File: src/hw/rx_stat_pkg.sv
// Shared constants and carrier types of the receive status block.
// Assumes a single receive clock for all users of these definitions.
package rx_stat_pkg;
    // Lane and segment geometry
    localparam int NUM_LANES = 20;   // PCS lanes
    localparam int LANE_W    = 5;    // Physical lane index width
    localparam int NUM_SEG   = 4;    // Frame-end segments per cycle
    localparam int CNT_W     = 4;    // Width of the CRC count outputs
    localparam int LEN_W     = 15;   // Length limit width
    localparam int BYTES_W   = 8;    // Width of the per-beat byte count

    // Register byte offsets
    localparam logic [7:0] OFS_LIMIT = 8'h00;  // Length limit, read/write
    localparam logic [7:0] OFS_SYNC  = 8'h04;  // Lane sync flags, read only
    localparam logic [7:0] OFS_DEMUX = 8'h08;  // Lane demux flags, read only
    localparam logic [7:0] OFS_IST   = 8'h0C;  // Event status, write one to clear
    localparam logic [7:0] OFS_IMSK  = 8'h10;  // Event mask, read/write
    localparam logic [7:0] OFS_FAULT = 8'h14;  // Fault levels, read only

    // Reset values
    localparam logic [LEN_W-1:0] LIMIT_RST = 15'h2580;  // 9600 bytes

    // Event bit positions in status and mask
    localparam int EV_BAD   = 0;
    localparam int EV_STOMP = 1;
    localparam int EV_TRUNC = 2;
    localparam int EV_BIP   = 3;
    localparam int EV_ILF   = 4;
    localparam int EV_RLF   = 5;
    localparam int EV_W     = 6;

    // Received local fault detector timing
    localparam int LF_TRIP   = 4;    // Sequences needed to trip
    localparam int LF_WINDOW = 128;  // Columns without a sequence to clear

    // One frame end with its received and computed CRC
    typedef struct packed {
        logic        valid;
        logic [31:0] rx;
        logic [31:0] calc;
    } fcs_seg_t;

    // One lane parity check
    typedef struct packed {
        logic       valid;
        logic [7:0] rx;
        logic [7:0] calc;
    } bip_chk_t;

    // Marker lock of one physical lane and the PCS lane it found
    typedef struct packed {
        logic        lock;
        logic [LANE_W-1:0] id;
    } phys_lane_t;
endpackage

File: src/hw/rx_status.sv
// Receive path status: lane map, CRC, truncation, parity, faults.
// Assumes all inputs come from logic on the receive clock and
// an Avalon-MM master for the register file.
//
// Summary of operation
// - Each PCS lane reports its physical lane
// - Lane index meaningful only while synced
// - Demux flag set while lane demultiplexed
// - Complemented CRC is poisoned, other mismatch bad
// - Bad CRC count reports plain bad frames
// - Poisoned count nonzero per poisoned frame
// - Event outputs pulse one cycle each
// - Truncation pulses when length passes limit
// - Internal fault on pattern, alignment, BER
// - Received fault after enough fault sequences
// - Lane parity error pulses on mismatch
`timescale 1ns/1ps
`default_nettype none
module rx_status import rx_stat_pkg::*; (
    input  wire logic                  I_MCLK,           // Receive clock
    input  wire logic                  I_RESET,          // Async reset
    input  wire logic [7:0]            I_AVM_ADDRESS,    // Byte address
    input  wire logic                  I_AVM_READ,       // Read request
    input  wire logic                  I_AVM_WRITE,      // Write request
    input  wire logic [31:0]           I_AVM_WRITEDATA,  // Write data
    input  wire logic [3:0]            I_AVM_BYTEENABLE, // Byte lanes
    input  wire phys_lane_t [NUM_LANES-1:0] I_PHYS_LANE, // Marker lock per lane
    input  wire logic                  I_DESKEW_DONE,    // Lanes aligned
    input  wire bip_chk_t [NUM_LANES-1:0] I_BIP_CHK,     // Parity checks
    input  wire fcs_seg_t [NUM_SEG-1:0] I_FCS_SEG,       // Frame ends
    input  wire logic                  I_RX_VALID,       // Data beat
    input  wire logic                  I_RX_SOP,         // Frame start
    input  wire logic                  I_RX_EOP,         // Frame end
    input  wire logic [BYTES_W-1:0]    I_RX_BYTES,       // Bytes in beat
    input  wire logic                  I_TX_TEST_PATTERN,// Pattern generation
    input  wire logic                  I_HI_BER,         // High error rate
    input  wire logic                  I_COL_VALID,      // Column strobe
    input  wire logic                  I_LF_SEQ,         // Fault sequence
    output logic [31:0]                O_AVM_READDATA,   // Read data
    output logic                       O_AVM_WAITREQUEST,// Bus stall
    output logic                       O_IRQ,            // Interrupt level
    output logic [NUM_LANES-1:0][LANE_W-1:0] O_RX_LANE_MAP_INDEX, // Lane map
    output logic [NUM_LANES-1:0]       O_RX_LANE_SYNC_FLAGS,   // Lane synced
    output logic [NUM_LANES-1:0]       O_RX_LANE_DEMUX_FLAGS,  // Lane demuxed
    output logic [CNT_W-1:0]           O_RX_BAD_CRC_COUNT,     // Bad CRC
    output logic [CNT_W-1:0]           O_RX_POISONED_CRC_COUNT,// Poisoned CRC
    output logic                       O_RX_TRUNCATED,         // Cut frame
    output logic                       O_RX_INTERNAL_LOCAL_FAULT, // Own fault
    output logic                       O_RX_RECEIVED_LOCAL_FAULT, // Far fault
    output logic [NUM_LANES-1:0]       O_RX_LANE_PARITY_ERROR  // Parity
);
    // All block state
    typedef struct packed {
        logic [NUM_LANES-1:0][LANE_W-1:0] map;  // Lane map
        logic [NUM_LANES-1:0] sync;             // Sync flags
        logic [NUM_LANES-1:0] demux;            // Demux flags
        logic [NUM_LANES-1:0] bip;              // Parity pulses
        logic [CNT_W-1:0]     bad;              // Bad count pulse
        logic [CNT_W-1:0]     stomp;            // Poisoned count pulse
        logic                 trunc;            // Truncation pulse
        logic                 cut;              // Current frame cut
        logic [15:0]          len;              // Bytes so far
        logic                 ilf;              // Internal fault
        logic                 rlf;              // Received fault
        logic [LEN_W-1:0]     limit;            // Length limit
        logic [EV_W-1:0]      ist;              // Event status
        logic [EV_W-1:0]      imsk;             // Event mask
        logic                 irq;              // Interrupt
        logic                 waitreq;          // Bus stall
        logic [31:0]          rdata;            // Read data
    } top_reg_t;

    top_reg_t q;                                // Current state
    top_reg_t d;                                // Next state

    logic [CNT_W-1:0] bad_cnt;                  // Classifier bad count
    logic [CNT_W-1:0] stomp_cnt;                // Classifier poisoned count
    logic             rlf_lvl;                  // Fault detector level
    logic [NUM_SEG-1:0] seg_valid;              // Segment ends
    logic [NUM_SEG-1:0][31:0] seg_rx;           // Segment received CRC
    logic [NUM_SEG-1:0][31:0] seg_calc;         // Segment computed CRC

    // Byte enables widened to a bit mask
    function automatic logic [31:0] be_mask(input logic [3:0] be);
        logic [31:0] m;
        m = '0;
        for (int b = 0; b < 4; b++) begin
            m[b*8 +: 8] = {8{be[b]}};
        end
        return m;
    endfunction

    // Merge written bytes into a word
    function automatic logic [31:0] merge(input logic [31:0] old,
                                          input logic [31:0] wd,
                                          input logic [3:0]  be);
        return (old & ~be_mask(be)) | (wd & be_mask(be));
    endfunction

    // Split frame ends for the classifier
    always_comb begin
        for (int s = 0; s < NUM_SEG; s++) begin
            seg_valid[s] = I_FCS_SEG[s].valid;
            seg_rx[s]    = I_FCS_SEG[s].rx;
            seg_calc[s]  = I_FCS_SEG[s].calc;
        end
    end

    // CRC classification
    rx_fcs_classify u_fcs (
        .i_seg_valid (seg_valid),
        .i_seg_rx    (seg_rx),
        .i_seg_calc  (seg_calc),
        .o_bad_cnt   (bad_cnt),
        .o_stomp_cnt (stomp_cnt)
    );

    // Received local fault detector
    rx_lf_monitor #(
        .TRIP   (LF_TRIP),
        .WINDOW (LF_WINDOW)
    ) u_lf (
        .i_clk       (I_MCLK),
        .i_reset     (I_RESET),
        .i_col_valid (I_COL_VALID),
        .i_lf_seq    (I_LF_SEQ),
        .o_fault     (rlf_lvl)
    );

    // Next state of everything
    always_comb begin
        logic [16:0]     len_sum;
        logic            cut_base;
        logic [EV_W-1:0] ev;
        logic [31:0]     wr_lim;
        logic            wr_acc;
        logic            rd_acc;
        len_sum  = '0;
        cut_base = 1'b0;
        ev       = '0;
        wr_lim   = '0;
        rd_acc   = 1'b0;
        wr_acc   = 1'b0;
        d        = q;

        // Lane map from physical lane markers
        for (int p = 0; p < NUM_LANES; p++) begin
            d.map[p]  = '0;
            d.sync[p] = 1'b0;
            for (int l = 0; l < NUM_LANES; l++) begin
                if (I_PHYS_LANE[l].lock && I_PHYS_LANE[l].id == 5'(p)) begin
                    d.map[p]  = 5'(l);
                    d.sync[p] = 1'b1;
                end
            end
            // Demuxed once synced and aligned
            d.demux[p] = d.sync[p] & I_DESKEW_DONE;
        end

        // Parity mismatch pulses, one bit per lane
        for (int p = 0; p < NUM_LANES; p++) begin
            d.bip[p] = I_BIP_CHK[p].valid &&
                       (I_BIP_CHK[p].rx != I_BIP_CHK[p].calc);
        end

        // CRC counts stand one cycle
        d.bad   = bad_cnt;
        d.stomp = stomp_cnt;

        // Length tracking and truncation
        d.trunc = 1'b0;
        if (I_RX_VALID) begin
            cut_base = I_RX_SOP ? 1'b0 : q.cut;
            len_sum  = (I_RX_SOP ? 17'h00000 : {1'b0, q.len}) +
                       {9'h000, I_RX_BYTES};
            // Pulse once when the limit is passed
            if (!cut_base && len_sum > {2'b00, q.limit}) begin
                d.trunc = 1'b1;
                cut_base = 1'b1;
            end
            d.len = len_sum[16] ? 16'hFFFF : len_sum[15:0];
            d.cut = cut_base;
            // Frame end restarts tracking
            if (I_RX_EOP) begin
                d.len = 16'h0000;
                d.cut = 1'b0;
            end
        end

        // Fault levels
        d.ilf = I_TX_TEST_PATTERN | I_HI_BER |
                ~(&d.demux);
        d.rlf = rlf_lvl;

        // Events for the status register
        ev[EV_BAD]   = |d.bad;
        ev[EV_STOMP] = |d.stomp;
        ev[EV_TRUNC] = d.trunc;
        ev[EV_BIP]   = |d.bip;
        ev[EV_ILF]   = d.ilf & ~q.ilf;
        ev[EV_RLF]   = d.rlf & ~q.rlf;

        // Bus handshake: one stall cycle per request
        rd_acc    = I_AVM_READ  & ~q.waitreq;
        wr_acc    = I_AVM_WRITE & ~q.waitreq;
        d.waitreq = ~((I_AVM_READ | I_AVM_WRITE) & q.waitreq);

        // Register writes at the accepting edge
        if (wr_acc) begin
            unique case (I_AVM_ADDRESS)
                OFS_LIMIT: begin
                    wr_lim  = merge({17'h00000, q.limit}, I_AVM_WRITEDATA,
                                    I_AVM_BYTEENABLE);
                    d.limit = wr_lim[LEN_W-1:0];
                end
                OFS_IMSK: d.imsk = EV_W'(merge({26'h0000000, q.imsk},
                                    I_AVM_WRITEDATA, I_AVM_BYTEENABLE));
                OFS_IST:  d.ist = q.ist & ~EV_W'(I_AVM_WRITEDATA &
                                    be_mask(I_AVM_BYTEENABLE));
                default: d.limit = q.limit;
            endcase
        end
        // Set wins over a clear in the same cycle
        d.ist = d.ist | ev;
        d.irq = |(d.ist & d.imsk);

        // Read data prepared during the stall cycle
        d.rdata = 32'h00000000;
        if (I_AVM_READ & q.waitreq) begin
            unique case (I_AVM_ADDRESS)
                OFS_LIMIT: d.rdata = {17'h00000, q.limit};
                OFS_SYNC:  d.rdata = {12'h000, q.sync};
                OFS_DEMUX: d.rdata = {12'h000, q.demux};
                OFS_IST:   d.rdata = {26'h0000000, q.ist};
                OFS_IMSK:  d.rdata = {26'h0000000, q.imsk};
                OFS_FAULT: d.rdata = {30'h00000000, q.rlf, q.ilf};
                default:   d.rdata = 32'h00000000;
            endcase
        end else if (rd_acc) begin
            d.rdata = q.rdata;
        end
    end

    // State register
    always_ff @(posedge I_MCLK or posedge I_RESET) begin
        if (I_RESET) begin
            q         <= '0;
            q.limit   <= LIMIT_RST;
            q.waitreq <= 1'b1;
        end else begin
            q <= d;
        end
    end

    // Outputs straight from the state register
    assign O_AVM_READDATA            = q.rdata;
    assign O_AVM_WAITREQUEST         = q.waitreq;
    assign O_IRQ                     = q.irq;
    assign O_RX_LANE_MAP_INDEX       = q.map;
    assign O_RX_LANE_SYNC_FLAGS      = q.sync;
    assign O_RX_LANE_DEMUX_FLAGS     = q.demux;
    assign O_RX_BAD_CRC_COUNT        = q.bad;
    assign O_RX_POISONED_CRC_COUNT   = q.stomp;
    assign O_RX_TRUNCATED            = q.trunc;
    assign O_RX_INTERNAL_LOCAL_FAULT = q.ilf;
    assign O_RX_RECEIVED_LOCAL_FAULT = q.rlf;
    assign O_RX_LANE_PARITY_ERROR    = q.bip;

    // Checks
    property p_lane_map;
        @(posedge I_MCLK) disable iff (I_RESET)
        (I_PHYS_LANE[3].lock && I_PHYS_LANE[3].id == 5'h05)
            |=> O_RX_LANE_SYNC_FLAGS[5];
    endproperty
    a_lane_map: assert property (p_lane_map) else $error("lane 5 not synced");

    property p_unsynced_zero;
        @(posedge I_MCLK) disable iff (I_RESET)
        !O_RX_LANE_SYNC_FLAGS[0] |-> O_RX_LANE_MAP_INDEX[0] == 5'h00;
    endproperty
    a_unsynced_zero: assert property (p_unsynced_zero) else $error("index without sync");

    property p_demux_synced;
        @(posedge I_MCLK) disable iff (I_RESET)
        (O_RX_LANE_DEMUX_FLAGS & ~O_RX_LANE_SYNC_FLAGS) == 20'h00000;
    endproperty
    a_demux_synced: assert property (p_demux_synced) else $error("demux without sync");

    property p_stomp;
        @(posedge I_MCLK) disable iff (I_RESET)
        (I_FCS_SEG[0].valid && I_FCS_SEG[0].rx == ~I_FCS_SEG[0].calc)
            |=> O_RX_POISONED_CRC_COUNT != 4'h0;
    endproperty
    a_stomp: assert property (p_stomp) else $error("poisoned frame missed");

    property p_bad;
        @(posedge I_MCLK) disable iff (I_RESET)
        (I_FCS_SEG[0].valid && I_FCS_SEG[0].rx != I_FCS_SEG[0].calc &&
         I_FCS_SEG[0].rx != ~I_FCS_SEG[0].calc)
            |=> O_RX_BAD_CRC_COUNT != 4'h0;
    endproperty
    a_bad: assert property (p_bad) else $error("bad frame missed");

    property p_trunc_cause;
        @(posedge I_MCLK) disable iff (I_RESET)
        O_RX_TRUNCATED |-> $past(I_RX_VALID);
    endproperty
    a_trunc_cause: assert property (p_trunc_cause) else $error("truncation without data");

    property p_ilf;
        @(posedge I_MCLK) disable iff (I_RESET)
        (I_HI_BER || I_TX_TEST_PATTERN) |=> O_RX_INTERNAL_LOCAL_FAULT;
    endproperty
    a_ilf: assert property (p_ilf) else $error("internal fault not raised");

    property p_bip;
        @(posedge I_MCLK) disable iff (I_RESET)
        (I_BIP_CHK[0].valid && I_BIP_CHK[0].rx != I_BIP_CHK[0].calc)
            |=> O_RX_LANE_PARITY_ERROR[0];
    endproperty
    a_bip: assert property (p_bip) else $error("parity error missed");

    property p_bip_pulse;
        @(posedge I_MCLK) disable iff (I_RESET)
        !I_BIP_CHK[0].valid |=> !O_RX_LANE_PARITY_ERROR[0];
    endproperty
    a_bip_pulse: assert property (p_bip_pulse) else $error("parity pulse stuck");

    // No lane counts as demultiplexed before alignment
    property p_demux_deskew;
        @(posedge I_MCLK) disable iff (I_RESET)
        !I_DESKEW_DONE |=> O_RX_LANE_DEMUX_FLAGS == 20'h00000;
    endproperty
    a_demux_deskew: assert property (p_demux_deskew) else $error("demux before alignment");

    // Missing alignment raises the internal fault
    property p_ilf_align;
        @(posedge I_MCLK) disable iff (I_RESET)
        !I_DESKEW_DONE |=> O_RX_INTERNAL_LOCAL_FAULT;
    endproperty
    a_ilf_align: assert property (p_ilf_align) else $error("internal fault missing on bad alignment");
endmodule
`default_nettype wire

File: src/hw/rx_fcs_classify.sv
// Counts frame ends with a bad or a poisoned CRC in one cycle.
// Assumes the caller registers the counts.
`timescale 1ns/1ps
`default_nettype none
module rx_fcs_classify import rx_stat_pkg::*; (
    input  wire logic [NUM_SEG-1:0] i_seg_valid,    // Frame end per segment
    input  wire logic [NUM_SEG-1:0][31:0] i_seg_rx,   // Received CRC
    input  wire logic [NUM_SEG-1:0][31:0] i_seg_calc, // Computed CRC
    output logic [CNT_W-1:0]        o_bad_cnt,      // Plain bad count
    output logic [CNT_W-1:0]        o_stomp_cnt     // Poisoned count
);
    // Classify each segment and sum
    always_comb begin
        o_bad_cnt   = '0;
        o_stomp_cnt = '0;
        for (int s = 0; s < NUM_SEG; s++) begin
            if (i_seg_valid[s]) begin
                // Complemented CRC marks a poisoned frame
                if (i_seg_rx[s] == ~i_seg_calc[s]) begin
                    o_stomp_cnt = o_stomp_cnt + 4'h1;
                end else if (i_seg_rx[s] != i_seg_calc[s]) begin
                    o_bad_cnt = o_bad_cnt + 4'h1;
                end
            end
        end
    end
endmodule
`default_nettype wire

File: src/hw/rx_lf_monitor.sv
// Received local fault detector over link columns.
// Assumes column and sequence strobes on the receive clock.
`timescale 1ns/1ps
`default_nettype none
module rx_lf_monitor import rx_stat_pkg::*; #(
    parameter int TRIP   = LF_TRIP,
    parameter int WINDOW = LF_WINDOW
) (
    input  wire logic i_clk,       // Receive clock
    input  wire logic i_reset,     // Async reset, high
    input  wire logic i_col_valid, // A column arrived
    input  wire logic i_lf_seq,    // Column is a local fault sequence
    output logic      o_fault      // Fault level
);
    typedef enum logic [1:0] {
        LF_IDLE  = 2'b00,
        LF_COUNT = 2'b01,
        LF_FAULT = 2'b11
    } lf_state_t;

    typedef struct packed {
        lf_state_t  st;   // Detector state
        logic [2:0] seq;  // Sequences seen
        logic [7:0] col;  // Columns since last sequence
    } lf_reg_t;

    lf_reg_t q;
    lf_reg_t d;

    // Next state
    always_comb begin
        d = q;
        unique case (q.st)
            LF_IDLE: begin
                if (i_lf_seq) begin
                    d.st  = LF_COUNT;
                    d.seq = 3'h1;
                    d.col = 8'h00;
                end
            end
            LF_COUNT, LF_FAULT: begin
                if (i_lf_seq) begin
                    d.col = 8'h00;
                    // Enough sequences trip the fault
                    if (q.st == LF_COUNT && q.seq == 3'(TRIP - 1)) begin
                        d.st = LF_FAULT;
                    end else if (q.st == LF_COUNT) begin
                        d.seq = q.seq + 3'h1;
                    end
                end else if (i_col_valid) begin
                    // Quiet window ends the condition
                    if (q.col == 8'(WINDOW - 1)) begin
                        d.st = LF_IDLE;
                    end else begin
                        d.col = q.col + 8'h01;
                    end
                end
            end
            default: d.st = LF_IDLE;
        endcase
    end

    // State register
    always_ff @(posedge i_clk or posedge i_reset) begin
        if (i_reset) begin
            q <= '0;
        end else begin
            q <= d;
        end
    end

    assign o_fault = (q.st == LF_FAULT);

    property p_rlf_cause;
        @(posedge i_clk) disable iff (i_reset)
        $rose(o_fault) |-> $past(i_lf_seq);
    endproperty
    a_rlf_cause: assert property (p_rlf_cause) else $error("fault rose without sequence");
endmodule
`default_nettype wire

File: config.mk
export PLATFORM = sky130hd
export DESIGN_NAME = rx_status
export DESIGN_NICKNAME = d
export VERILOG_FILES = /design/src/hw/rx_stat_pkg.sv /design/src/hw/rx_status.sv /design/src/hw/rx_fcs_classify.sv /design/src/hw/rx_lf_monitor.sv
export SDC_FILE = /design/constraint.sdc
export NUM_CORES = 1
export LEC_CHECK = 0
export ABC_AREA = 1
export ABC_CLOCK_PERIOD_IN_PS = 17670
export BUFFER_PORTS_ARGS = -buffer_cell sky130_fd_sc_hd__buf_2
export CELL_PAD_IN_SITES_DETAIL_PLACEMENT = 1
export CELL_PAD_IN_SITES_GLOBAL_PLACEMENT = 2
export CORE_AREA = 2 2 381 383
export CTS_BUF_LIST = sky130_fd_sc_hd__clkbuf_2 sky130_fd_sc_hd__clkbuf_4 sky130_fd_sc_hd__clkbuf_8
export DETAILED_ROUTE_END_ITERATION = 16
export DIE_AREA = 0 0 383 385
export PLACE_DENSITY_LB_ADDON = 0.1
export SETUP_SLACK_MARGIN = 0.4
export SYNTH_ARGS = -nofsm -noshare
export SYNTH_HDL_FRONTEND = slang
export SYNTH_SLANG_ARGS = --single-unit
File: constraint.sdc
create_clock -name I_MCLK -period 17.67 [get_ports I_MCLK]
set_input_delay 0 -clock I_MCLK [delete_from_list [all_inputs] [get_ports I_MCLK]]
set_output_delay 0 -clock I_MCLK [all_outputs]
set_load 0.02 [all_outputs]
# Word-level counts from Yosys, hierarchy flattened
# Cells that the tools add are included.
dict set report totals {
  reg_bits 262
  inputBits 784
  output_inout_bits 205
  word_cells 1805
}
dict set report op_classes {
  n_addsub 9
  order_cmp 1
  n_eq_ne 426
  mux 826
  bitwise_logic 48
  reduce_logical 456
}
# op n
set op_table {}
lappend op_table {{2-to-1 mux 5 bit} 360}
lappend op_table {{== test 5 x 4 -> 1 bit (second input constant)} 160}
lappend op_table {{2-to-1 mux 1 bit} 425}
lappend op_table {{logical AND 1 bit} 422}
lappend op_table {{== test 5 x 3 -> 1 bit (second input constant)} 80}
lappend op_table {{== test 5 bit (second input constant)} 80}
lappend op_table {{== test 5 x 2 -> 1 bit (second input constant)} 40}
lappend op_table {{!= test 8 bit} 20}
lappend op_table {{== test 32 bit} 4}
lappend op_table {{!= test 32 bit} 4}
lappend op_table {{inverter 32 bit} 4}
lappend op_table {{one-hot mux 20 bit (6 select lines)} 1}
lappend op_table {{== test 5 x 1 -> 1 bit (second input constant)} 20}
lappend op_table {{logical NOT 5 bit} 20}
lappend op_table {{2-to-1 mux 4 bit} 18}
lappend op_table {{2-to-1 mux 32 bit} 2}
lappend op_table {{2-to-1 mux 16 bit} 2}
lappend op_table {{AND 15 bit} 2}
lappend op_table {{AND 1 bit} 26}
lappend op_table {{adder 4 x 1 -> 4 bit (second input constant)} 6}
lappend op_table {{2-to-1 mux 8 bit} 3}
lappend op_table {{one-hot mux 11 bit (2 select lines)} 1}
lappend op_table {{AND reduction 20 bit} 1}
lappend op_table {{OR reduction 20 bit} 1}
lappend op_table {{other kinds (40)} 64}

# Longest topological paths before layout
dict set report logic_depth {
  depth_word 30
  ltp_mapped 29
  depth_no_buf 29
}

# Modules after synthesis
# A second synthesis with hierarchy kept.
dict set report unflattened {
  cells_unflattened 4076
  area_unflattened_um2 24240.7
}
# module instances cells_per_inst area_per_inst_um2 seq_area_each_um2
set modules_own_cells {}
lappend modules_own_cells {rx_status 1 3184 19870.3 5936.9}
lappend modules_own_cells {rx_fcs_classify 1 784 3579.7 0.0}
lappend modules_own_cells {rx_lf_monitor 1 108 790.8 325.3}

# Worst setup path after synthesis
# No wires, ideal clock.
dict set report synth_path {
  path_kind {in2reg}
  from {input I_RX_SOP}
  to {register q, in the netlist O_IRQ}
  setup_ps 125
  arrival_ps 2919
  required_time_ps 17545
  slack_ps 14626
  cell_stages 23
  path_buffers 2
  cell_sequence {buf_2 -> buf_1 -> nor2_1 -> ha_1 -> fa_1 -> nand3_1 -> nand2_1 -> a31o_2 -> xor2_1 -> inv_1 -> ha_1 -> a21oi_1 -> o21ai_0 -> o21ai_0 -> nand3_1 -> nand2_1 -> nand2_1 -> o31ai_1 -> nand2_1 -> nand2_1 -> nand2_1 -> nand2_1 -> nand3_1}
}
# item line_no
set synth_lines {}
lappend synth_lines {{from (decl)} rx_status.sv:32} ;# input wire logic I_RX_SOP,
lappend synth_lines {{to (decl)} rx_status.sv:73} ;# top_reg_t q;

==> impl_metrics.ini <==
[outcome]
status = finished, final reports clean

[final_layout]
drive_gt1_share_pct = 20.9
area_delta_synth_final_pct = 39.6
mostFrequentLayoutCell = nand2_1
nets = 6146
mostFrequentLayoutCells = nand2_1 (1578), buf_2 (957), nor2_1 (695)

[critical_path]
crit_required_ns = 18.37
path_class = input pin to flop
critical_path_arrival_ns = 4.89
crit_fanout = 4
start_kind = input pin
cp-end-kind = flop

[global_route]
use_met2_pct = 41.3
antenna_found_initial = 70
grt_use_total_pct = 21.1
grt.busiest_layer = met2
use_met3_pct = 2.68
grt_max_degree = 72
grt-ovfl-total = 0
grtUsageMet1_pct = 24.1
grt_pass1_wl_um = 223000
grt_pass1_vias = 32120

[sta]
worst-slew-pin-transition_ns = 1.14
grt_setup_unrepaired = no
slew_violations = 0
fin_setup_tns_ns = 0
relSlewSlack_pct = 23.6
setup_viol = 0
min_period_over_period_pct = 23.7
period_needed_ns = 4.19
skew_ns = 0.0506
fmax_ghz = 0.239
hold_viol_final = 0

[yosys]
yosys_most_used_dff = dfrtp_1
yosys.area.top_type = dfrtp_1
yosys.area_share.adder_pct = 1.71
synth_cells = 4239
yosys_warnings = 0
synth.yosys.seq_area_share_pct = 25.5
yosysUniqueCellTypes = 42
synth_top_family_by_area = simple AND/OR/NAND/NOR gates
synth.top_cell.area_share_pct = 25.0
async_reset_ff_share_pct = 100
yosys.area_share.simple_pct = 43.7
synth_seq_cells = 250
muxShareOfSynthArea_pct = 0.0459
synth-xor-area-share_pct = 7.06
ys_top_cells_by_area = dfrtp_1 (25%), nand2_1 (24%), nor2_1 (11%)
synth_edf_count = 0
synth_area_um2 = 24500
syn_avg_cell_area_um2 = 5.79
synth_compound_area_share_pct = 6.15

[power]
leakage_uw = 0.0204
power_frac_seq_pct = 32.0
p_total_uw = 2000
internal-power_uw = 1240
p_switching_uw = 755
p_sw_share_pct = 37.8
share_comb_of_total_power_pct = 32.5
max-vdd-ir-drop_uv = 55.0
p_per_area_nw_per_um2 = 58.3
pwr-share-clk_pct = 35.6

[floorplanning]
core_area_um2 = 143000
die_area_um2 = 147000
io_pins = 989
initial_utilization_pct = 17.2
dieWidth_um = 383
die_y_um = 385
placementRows = 139

[drt]
wire_per_inst_um = 21.8
drcViolationCount = 0
drt_pass1_iterations = 7
viasPerCell = 4.12
ant_nets = 0
dr.first_iter.drc_count = 1305
vias = 29986
drt_wl_total_um = 159000

[placed_design]
place.gp.congestion = 0.874
hpwl_um = 140000
port_buffers = 957

[clock_network]
cts_buffers = 52
cts_resized = 0
cts.htree.levels = 2
clk_pin_slew_ns = 0.06
cts_buffer_depth = 3
cts-root-buf = clkbuf_8
clock_sinks = 250
clk_latency_ns = 0.77
cts_tree = yes

[run]
drv_cap = 0

[min_path]
hold_class = input pin to flop
==> logic make-up after synthesis <==
group / count (synthesis)
xor+xnor: 198
simple gates: 2666
compound gates: 259
mux: 1
buf+inv: 831
fa+ha+maj: 33
other cells: 1
flops: 250
==> registers in the layout (all words and copies together) (netlist names), named ones only <==
name,cells
O_AVM_READDATA,20
O_AVM_WAITREQUEST,1
O_IRQ,1
O_RX_BAD_CRC_COUNT,4
O_RX_INTERNAL_LOCAL_FAULT,1
O_RX_LANE_DEMUX_FLAGS,20
O_RX_LANE_MAP_INDEX,100
O_RX_LANE_PARITY_ERROR,20
O_RX_LANE_SYNC_FLAGS,20
O_RX_POISONED_CRC_COUNT,4
O_RX_RECEIVED_LOCAL_FAULT,1
O_RX_TRUNCATED,1
q,29
u_lf.q,13
==> final timing paths <==
check,start,end,slack (ns),depth (start not counted)
max,I_PHYS_LANE[118],O_IRQ$_DFF_PP0_,13.48,22
min,I_BIP_CHK[266],q[43]$_DFF_PP0_,0.05,7
max reg2reg,q[63]$_DFFE_PP0P_,O_IRQ$_DFF_PP0_,13.85,22
min reg2reg,flop,flop,0.49,2
max in group asynchronous,I_RESET,O_RX_LANE_PARITY_ERROR[9]$_DFF_PP0_,15.65,5
min in group asynchronous,I_RESET,O_RX_LANE_MAP_INDEX[39]$_DFF_PP0_,0.52,4
==> stage by stage <==
step	setup WS (ns)	instances	cell area, um2	util (%)	hold WS (ns)
floorplan	10.81	4250	24600	-	0.0776
global placement	13.77	6891	30200	21.1	0.143
detailed placement	13.76	6891	30200	21.1	0.143
CTS	13.60	7269	34200	23.9	0.00231
global route	13.40	7281	34300	23.9	0.0762
finish	13.48	7286	34300	23.9	0.0469
==> Yosys cell counts (all sizes together), types with 7 or more instances <==
cell type and n:
inv 606, nor3 41, o21bai 18, dfrtp 245, ha 32, nand3 208
or2 23, a21oi 77, clkbuf 16, nor2 718, nand2 1581, a31o 7
xnor2 67, a31oi 29, a32o 8, o21ai 79, nand4 64, nand3b 13
xor2 131, nor4 8, o22ai 31, buf 209
==> per-layer routing <==
metal / wire (um) / vias up / part of all wire [%]
met5: 83 / - / 0.052
met4: 3450 / 14 / 2.2
met3: 6060 / 192 / 3.8
met2: 84700 / 733 / 53
met1: 64600 / 14078 / 41
li1: - / 14969 / -
==> worst max-delay path: stages <==
cell and delay [ns]:
dlygate4sd3_1 0.55, buf_2 0.14, nand2_1 0.05, dlygate4sd3_1 0.54
inv_1 0.08, nand3_1 0.08, dlygate4sd3_1 0.57, nand2_1 0.08
nor2_1 0.41, nand3_1 0.13, nor2_1 0.87, nor2_1 0.12
nand2_1 0.10, nor2_1 0.04, dlygate4sd3_1 0.55, nand3_1 0.15
nand2_1 0.09, nand2_1 0.09, nand2_1 0.06, nand2_1 0.06
nor2_1 0.04, nand3_1 0.08
==> power groups by stage <==
| stage | Sequential (uW) | Combinational (uW) | Clock (uW) |
|---|---|---|---|
| finish | 638 | 649 | 711 |
| global route | 643 | 723 | 765 |
| CTS | 639 | 664 | 745 |
| detailed placement | 649 | 608 | 0 |
| global placement | 648 | 605 | 0 |
| floorplan | 638 | 346 | 0 |
==> layout make-up <==
type                       instances  area, um2
tap                             1903       2380
sequential                       250       6260
fill                           18453     109000
multi-input combinational       3169      14500
timing repair buffer            1250       7710
clock inverter                    14        154
inverter                         606       2280
antenna                           17       42.5
clock buffer                      77        997
==> repair_timing <==
action	CTS	global route
hold buffers	287	0
setup endpoints to repair	0	0
hold endpoints to repair	267	0
buffers inserted	0	0
(Power assumes the default switching activity.)
